File: config.mk
export PLATFORM = sky130hd
export DESIGN_NAME = ptc_timer
export DESIGN_NICKNAME = d
export VERILOG_FILES = /design/src/rtl/ptc_pkg.sv /design/src/rtl/ptc_rate_div.sv /design/src/rtl/ptc_timer.sv
export SDC_FILE = /design/constraint.sdc
export NUM_CORES = 1
export LEC_CHECK = 0
export BUFFER_PORTS_ARGS = -buffer_cell sky130_fd_sc_hd__buf_2
export CAP_MARGIN = 15
export CORE_MARGIN = 2
export CORE_UTILIZATION = 35
export CTS_CLUSTER_DIAMETER = 200
export DETAILED_ROUTE_END_ITERATION = 10
export PLACE_DENSITY_LB_ADDON = 0.15
export SLEW_MARGIN = 20
export SYNTH_ARGS = -nofsm -noshare
export SYNTH_HDL_FRONTEND = slang
export SYNTH_SLANG_ARGS = --single-unit
File: constraint.sdc
create_clock -name mclk -period 3.9 [get_ports mclk]
set_input_delay 0.585 -clock mclk [delete_from_list [all_inputs] [get_ports mclk]]
set_output_delay 0.585 -clock mclk [all_outputs]
set_load 0.005 [all_outputs]
File: src/rtl/ptc_pkg.sv
// Package: register map, field positions and timing constants
package ptc_pkg;
  localparam int          ADDR_W          = 8;
  localparam logic [7:0]  ADDR_ONE_SEC    = 8'h81;
  localparam logic [7:0]  ADDR_SEC_CNT    = 8'h82;
  localparam logic [7:0]  ADDR_NS_CNT     = 8'h83;
  localparam logic [7:0]  ADDR_CFG        = 8'h84;
  localparam logic [7:0]  ADDR_HI_PER     = 8'h85;
  localparam logic [7:0]  ADDR_LO_PER     = 8'h86;
  localparam logic [7:0]  ADDR_START      = 8'h88;
  localparam logic [7:0]  ADDR_FREE_CNT   = 8'h8c;
  localparam logic [7:0]  ADDR_CAPT_LO    = 8'h8d;
  localparam logic [7:0]  ADDR_CAPT_HI    = 8'h8e;
  localparam logic [31:0] ONE_SEC_RESET   = 32'h3b9aca00;
  localparam logic [31:0] ZERO_RESET      = 32'h00000000;
  localparam logic [31:0] NS_STEP         = 32'h00000010;
  localparam int          CFG_ENABLE      = 0;
  localparam int          CFG_CLEAR       = 1;
  localparam int          CFG_IDLE        = 2;
  localparam int          CFG_STOP        = 3;
  localparam int          CFG_FREE_SEL    = 4;
  // Counting clock and mclk rates, in MHz
  localparam int          COUNT_MHZ       = 120;
  localparam int          MCLK_MHZ        = 200;
endpackage : ptc_pkg

File: src/rtl/ptc_rate_div.sv
// Fractional divider: one-cycle enable at the counting rate
`timescale 1ns/1ps
`default_nettype none
module ptc_rate_div #(
  parameter int NUM = 120,
  parameter int DEN = 200
) (
  input  wire logic mclk,
  input  wire logic resetn,
  output logic      tick
);
  logic [15:0] acc_reg;
  logic [16:0] sum;

  assign sum = {1'b0, acc_reg} + 17'(NUM);

  // Phase accumulator keeps the average rate exact at NUM/DEN
  always_ff @(posedge mclk or negedge resetn) begin
    if (!resetn) begin
      acc_reg <= 16'h0000;
      tick    <= 1'b0;
    end else if (sum >= 17'(DEN)) begin
      acc_reg <= 16'(sum - 17'(DEN));
      tick    <= 1'b1;
    end else begin
      acc_reg <= sum[15:0];
      tick    <= 1'b0;
    end
  end
endmodule // ptc_rate_div
`default_nettype wire

File: src/rtl/ptc_timer.sv
// Precision time counter with periodic pulse output
//
// Design decision made here: the address-and-strobe port.
`timescale 1ns/1ps
`default_nettype none
module ptc_timer
  import ptc_pkg::*;
(
  input  wire logic                     mclk,
  input  wire logic                     resetn,
  input  wire logic [ptc_pkg::ADDR_W-1:0] reg_addr,
  input  wire logic [31:0]              reg_wdata,
  input  wire logic                     reg_wr,
  input  wire logic                     reg_rd,
  output logic [31:0]                   reg_rdata,
  input  wire logic                     frame_rx,
  output logic                          stamp_valid,
  output logic                          stamp_wide,
  output logic [63:0]                   stamp_value,
  output logic                          periodic_pulse_output
);
  import ptc_pkg::*;

  typedef enum logic [2:0] {
    PS_IDLE = 3'b001,
    PS_WAIT = 3'b010,
    PS_RUN  = 3'b100
  } ptc_pstate_t;

  logic [31:0] one_second_compare_reg;
  logic [31:0] seconds_count_reg;
  logic [31:0] nanosecond_count_reg;
  logic [31:0] accum_reg;
  logic [31:0] freerun_reg;
  logic [31:0] pulse_high_period_reg;
  logic [31:0] pulse_low_period_reg;
  logic [31:0] pulse_start_value_reg;
  logic [31:0] phase_reg;
  logic        stamp_counters_enable_reg;
  logic        pulse_idle_level_reg;
  logic        capture_freerun_select_reg;
  logic        frame_stamp_size_select_reg;
  logic        level_reg;
  ptc_pstate_t pstate_reg;
  logic        tick;
  logic        adv;
  logic        wrap;
  logic [31:0] ns_next;
  logic        wr_cfg;
  logic        clear_req;
  logic        stop_req;
  logic        start_req;
  logic [31:0] phase_next;
  logic        idle_next;

  function automatic logic hit(input logic [ADDR_W-1:0] a,
                               input logic [ADDR_W-1:0] b,
                               input logic s);
    return s && (a == b);
  endfunction

  ptc_rate_div #(
    .NUM (COUNT_MHZ),
    .DEN (MCLK_MHZ)
  ) u_div (
    .mclk   (mclk),
    .resetn (resetn),
    .tick   (tick)
  );

  assign wr_cfg    = hit(reg_addr, ADDR_CFG, reg_wr);
  assign clear_req = wr_cfg && reg_wdata[CFG_CLEAR];
  assign stop_req  = wr_cfg && reg_wdata[CFG_STOP];
  assign start_req = hit(reg_addr, ADDR_START, reg_wr);
  assign adv       = tick && stamp_counters_enable_reg;
  assign wrap      = (nanosecond_count_reg + NS_STEP)
                     >= one_second_compare_reg;
  // Wrap keeps the residue so a compare off the step grid does not drift
  assign ns_next   = wrap ? nanosecond_count_reg + NS_STEP
                            - one_second_compare_reg
                          : nanosecond_count_reg + NS_STEP;

  always_ff @(posedge mclk or negedge resetn) begin
    if (!resetn) begin
      one_second_compare_reg <= ONE_SEC_RESET;
      pulse_high_period_reg  <= ZERO_RESET;
      pulse_low_period_reg   <= ZERO_RESET;
      pulse_start_value_reg  <= ZERO_RESET;
    end else if (reg_wr) begin
      if (reg_addr == ADDR_ONE_SEC)
        one_second_compare_reg <= reg_wdata;
      if (reg_addr == ADDR_HI_PER)
        pulse_high_period_reg <= reg_wdata;
      if (reg_addr == ADDR_LO_PER)
        pulse_low_period_reg <= reg_wdata;
      if (reg_addr == ADDR_START)
        pulse_start_value_reg <= reg_wdata;
    end
  end

  always_ff @(posedge mclk or negedge resetn) begin
    if (!resetn) begin
      stamp_counters_enable_reg   <= 1'b0;
      capture_freerun_select_reg  <= 1'b0;
      pulse_idle_level_reg        <= 1'b0;
    end else if (wr_cfg) begin
      stamp_counters_enable_reg  <= reg_wdata[CFG_ENABLE];
      capture_freerun_select_reg <= reg_wdata[CFG_FREE_SEL];
      if (pstate_reg == PS_IDLE)
        pulse_idle_level_reg <= reg_wdata[CFG_IDLE];
    end
  end

  // Time counters; clear beats load and count
  always_ff @(posedge mclk or negedge resetn) begin
    if (!resetn) begin
      nanosecond_count_reg <= ZERO_RESET;
      seconds_count_reg    <= ZERO_RESET;
      accum_reg            <= ZERO_RESET;
      freerun_reg          <= ZERO_RESET;
    end else if (clear_req) begin
      nanosecond_count_reg <= ZERO_RESET;
      seconds_count_reg    <= ZERO_RESET;
      accum_reg            <= ZERO_RESET;
      freerun_reg          <= ZERO_RESET;
    end else begin
      if (adv) begin
        freerun_reg <= freerun_reg + 32'h00000001;
        accum_reg   <= accum_reg + NS_STEP;
      end
      if (hit(reg_addr, ADDR_NS_CNT, reg_wr))
        nanosecond_count_reg <= reg_wdata;
      else if (adv)
        nanosecond_count_reg <= ns_next;
      if (hit(reg_addr, ADDR_SEC_CNT, reg_wr))
        seconds_count_reg <= reg_wdata;
      else if (adv && wrap)
        seconds_count_reg <= seconds_count_reg + 32'h00000001;
    end
  end

  // Frame stamp capture
  always_ff @(posedge mclk or negedge resetn) begin
    if (!resetn) begin
      stamp_valid <= 1'b0;
      stamp_wide  <= 1'b0;
      stamp_value <= 64'h0000000000000000;
    end else begin
      stamp_valid <= frame_rx && stamp_counters_enable_reg;
      if (frame_rx && stamp_counters_enable_reg) begin
        stamp_wide <= frame_stamp_size_select_reg;
        if (frame_stamp_size_select_reg)
          stamp_value <= {seconds_count_reg,
                          nanosecond_count_reg};
        else if (capture_freerun_select_reg)
          stamp_value <= {32'h00000000, freerun_reg};
        else
          stamp_value <= {32'h00000000, seconds_count_reg[1:0],
                          nanosecond_count_reg[29:0]};
      end
    end
  end

  // Pulse sequencer: waits for the start time, then alternates
  assign phase_next = phase_reg + NS_STEP;

  always_ff @(posedge mclk or negedge resetn) begin
    if (!resetn) begin
      pstate_reg <= PS_IDLE;
      phase_reg  <= ZERO_RESET;
      level_reg  <= 1'b0;
    end else if (stop_req) begin
      pstate_reg <= PS_IDLE;
      phase_reg  <= ZERO_RESET;
    end else if (start_req) begin
      pstate_reg <= PS_WAIT;
      phase_reg  <= ZERO_RESET;
    end else begin
      unique case (pstate_reg)
        PS_IDLE: begin
          phase_reg <= ZERO_RESET;
        end
        PS_WAIT: begin
          // Start value is compared within the current second only; one
          // at or past the one-second compare never fires
          if (adv && nanosecond_count_reg >= pulse_start_value_reg) begin
            pstate_reg <= PS_RUN;
            level_reg  <= 1'b1;
            phase_reg  <= ZERO_RESET;
          end
        end
        PS_RUN: begin
          if (adv) begin
            // Periods below one step still give one tick per phase
            if (phase_next >= (level_reg ? pulse_high_period_reg
                                         : pulse_low_period_reg)) begin
              level_reg <= !level_reg;
              phase_reg <= ZERO_RESET;
            end else begin
              phase_reg <= phase_next;
            end
          end
        end
        default: begin
          pstate_reg <= PS_IDLE;
        end
      endcase
    end
  end

  // Idle level as it stands after this edge; a config write that also
  // carries the stop bit outside the idle state shows the old level, not its new one
  always_comb begin
    idle_next = pulse_idle_level_reg;
    if (wr_cfg && pstate_reg == PS_IDLE)
      idle_next = reg_wdata[CFG_IDLE];
  end

  // Idle level shows at once when not running
  always_ff @(posedge mclk or negedge resetn) begin
    if (!resetn)
      periodic_pulse_output <= 1'b0;
    else if (stop_req)
      periodic_pulse_output <= idle_next;
    else if (pstate_reg == PS_RUN)
      periodic_pulse_output <= level_reg;
    else
      periodic_pulse_output <= idle_next;
  end

  // Read port; config write-only and reserved bits read zero; capture-high reads the stamp, not the size select bit
  always_ff @(posedge mclk or negedge resetn) begin
    if (!resetn) begin
      reg_rdata <= ZERO_RESET;
    end else if (reg_rd) begin
      unique case (reg_addr)
        ADDR_ONE_SEC:  reg_rdata <= one_second_compare_reg;
        ADDR_SEC_CNT:  reg_rdata <= seconds_count_reg;
        ADDR_NS_CNT:   reg_rdata <= nanosecond_count_reg;
        ADDR_CFG:      reg_rdata <= {27'h0000000,
                                     capture_freerun_select_reg,
                                     1'b0, pulse_idle_level_reg,
                                     1'b0,
                                     stamp_counters_enable_reg};
        ADDR_HI_PER:   reg_rdata <= pulse_high_period_reg;
        ADDR_LO_PER:   reg_rdata <= pulse_low_period_reg;
        ADDR_START:    reg_rdata <= pulse_start_value_reg;
        ADDR_FREE_CNT: reg_rdata <= freerun_reg;
        ADDR_CAPT_LO:  reg_rdata <= stamp_value[31:0];
        ADDR_CAPT_HI:  reg_rdata <= stamp_value[63:32];
        default:       reg_rdata <= ZERO_RESET;
      endcase
    end else begin
      reg_rdata <= ZERO_RESET;
    end
  end

  // Frame stamp size is set by bit 0 of a write to the capture-high address
  always_ff @(posedge mclk or negedge resetn) begin
    if (!resetn)
      frame_stamp_size_select_reg <= 1'b0;
    else if (hit(reg_addr, ADDR_CAPT_HI, reg_wr))
      frame_stamp_size_select_reg <= reg_wdata[0];
  end
endmodule // ptc_timer
`default_nettype wire

==> impl_metrics.ini <==
[timing]
fin_crit_sh = 1.033
tightest_slew_ps = 934.0
slew_headroom = 0.3773
fin_skew_ps = 32.37
clock.fmax_ghz = 0.2483
setup_slack_ps = -127.8
rsz0062_at_grt = true
final_max_slew_viol_count = 0
fin_crit_ps = 4028
setup_viol = 13
final-hold-violation-count = 0

[synthesis]
yosys-top-cells-count = dfrtp_1 (359), nand2_1 (347), o21ai_0 (195)
synth_largest_area_cell = dfrtp_1
synth_top_area_share = 0.3973
ys_types = 79
async_flop_share = 1.000
synth_compound_area_frac = 0.1737
yosysMostFrequentCell = dfrtp_1
yosys_warnings = 0
synthSimpleGateAreaFrac = 0.1631
ys_seq_elements = 373
synth-edff-count = 0
synthXorXnorAreaFrac = 0.05501
synth-main-ff-cell = dfrtp_1
syn_area_per_cell_um2 = 9.106
synth.area.top_cells = dfrtp_1 (40%), nand2_1 (5.8%), ha_1 (5.5%), mux2_2 (5.2%), o21ai_0 (4.3%)
netlist_area_mm2 = 0.02261
synth_cells = 2483
synthMuxAreaShare = 0.09252
seq_area_frac_synth = 0.4136
synth_top_family_by_area = compound AO/OA/AOI/OAI gates
synthAdderAreaFrac = 0.05667
syn_nets = 2629

[grt]
grt_pass1_wl_um = 128400
overflow = 0
first_global_vias = 20362
grt_max_degree = 96
grt.total_usage = 0.2526
antenna_found_initial = 1

[route]
route.detailed.drc = 0
first_iter_violations = 1704
ant_nets = 0
drt-total-wl_um = 85490
drtPass1Iterations = 10
vias_per_cell = 5.552
avgRoutedWirePerCell_um = 23.30
route.vias.total = 20369

[power]
p_per_area_mw_per_mm2 = 602.7
leakage_uw = 0.01297
power.total_uw = 17120
vdd_drop_max_mv = 0.3036

[worst_hold_path]
hp-class = input port to asynchronous set/reset pin

[run_status]
violations = setup timing
status = finished with violations

[final_layout]
largest_register_ffs = 64
top_register = stamp_value
n_antenna_cell = 0
nNetsFinal = 2925
instances_no_fill = 3669
area_growth_pct = 25.64
drive_gt1_frac = 0.2626

[die]
rows = 93
die_y_um = 258.2
core_region_area_mm2 = 0.06412
die_area_mm2 = 0.06665
io-pin-count = 144
die_w_um = 258.2
start_util = 0.3527

[setup_path]
worstPathMaxFanout = 6
max_stage_delay_ps = 660
critical_path_class = register to register
crit_arrival_ps = 4480
crit_top_cell = nand4_1
r2r_slack_ps = -130
start_kind = register
critPathBufInv = 2
cp_cell_sequence = and3_4 > nand4_1 > or4_4 > or3_4 > xnor2_1 > ha_1 > nand4_1 > nor2_2 > o21a_1 > a21oi_4 > buf_12 > buf_8 > a2111oi_1 > o31a_1 > a311oi_2 > a41o_1
crit_family = simple AND/OR/NAND/NOR gates
crit_required_ps = 4350
endpoint_kind = register
crit_path_top_delay_cell = or4_4

[clocking]
max-clock-path-buffers = 3
clk_pin_slew_ps = 60
tritoncts = done
cts_buffers = 46
clk_latency_ps = 590
cts-root-buf = clkbuf_16
cts_sinks = 373
htreeDepth = 2
cts_hold_buf = 0

[place]
dp_hpwl_um = 64620
globalplace.congestion = 0.9104
dp.cells = 3550
portBuffers = 143

[run]
cap_violations = 0
==> placed cells by master, fill, tap and decap left out, types with 35 or more instances in the layout <==
| cell type | instances |
|---|---|
| a222oi_1 | 59 |
| nor3_1 | 35 |
| a21oi_1 | 109 |
| mux2_2 | 103 |
| buf_4 | 230 |
| o21ai_0 | 177 |
| inv_1 | 106 |
| dfrtp_1 | 358 |
| nor2_1 | 120 |
| nand4_1 | 38 |
| xnor2_1 | 75 |
| a21o_1 | 45 |
| mux2i_1 | 92 |
| buf_2 | 142 |
| xor2_1 | 54 |
| ha_1 | 94 |
| nand3_1 | 90 |
| nand2_1 | 338 |
| a31oi_1 | 44 |
| clkbuf_16 | 48 |
==> path summary, 6_finish.rpt <==
| path | from | end | cells past startpoint |
|---|---|---|---|
| min in group mclk | reg_wdata[8] | nanosecond_count_reg[8] | 3 |
| worst max-delay path | nanosecond_count_reg[6] | nanosecond_count_reg[23] | 16 |
| max in group asynchronous | resetn | seconds_count_reg[17] | 2 |
| worst min-delay path | resetn | reg_rdata[29] | 1 |
| worst max register to register | nanosecond_count_reg[6] | nanosecond_count_reg[23] | 16 |
| worst min register to register | stamp_wide | stamp_wide | 2 |
==> metrics by stage <==
stage / setup WS (ps) / instance area (µm²) / TNS, ps / hold WS [ps] / utilization
2_1_floorplan: -23.79 / 22630 / -23.79 / 289.4 / -
3_3_place_gp: -319.1 / 25700 / -9282 / 484.5 / 0.4009
3_5_place_dp: -372.8 / 25720 / -15560 / 482.7 / 0.4012
4_1_cts: -5.146 / 27770 / -5.146 / 81.36 / 0.4331
5_1_grt: -295.4 / 28410 / -3510 / 102.1 / 0.4431
6_report: -127.8 / 28410 / -535.0 / 59.81 / 0.4431
==> cell type report <==
type | instances | area [µm²]
clock inverters | 10 | 107.6
well taps | 855 | 1070
fillers | 6237 | 35710
inverters | 107 | 401.6
flip-flops and latches | 373 | 9353
clock buffers | 73 | 1404
multi-input cells | 1843 | 13020
repair buffers | 408 | 3049
==> per-layer routing <==
metal	track usage	up-vias	share of wire
met5	0	-	0
met4	0.1021	0	0.041
met3	0.02915	147	0.038
met2	0.4383	522	0.50
met1	0.3198	10154	0.43
li1	-	9546	-
==> where the power goes <==
group / internal [µW] / switching, µW / total [µW]
Clock: 2590 / 1740 / 4330
Combinational: 3660 / 4120 / 7780
Sequential: 4410 / 601 / 5010
==> what timing repair did <==
action / in CTS / in global routing
endpoints found under the setup margin: 92 / 89
setup buffers: 19 / 15
pin swaps: 27 / 61
gates cloned: 2 / 1
resized for setup: 70 / 109
==> logic make-up (layout without fill, tap and decap cells) <==
logic type,count (synthesis),in the layout
simple gates,800,800
compound gates,603,603
flops,373,373
buf+inv,267,598
mux,196,196
xor+xnor,142,142
fa+ha+maj,102,102
Note: power is estimated with default switching activity, not from simulation.
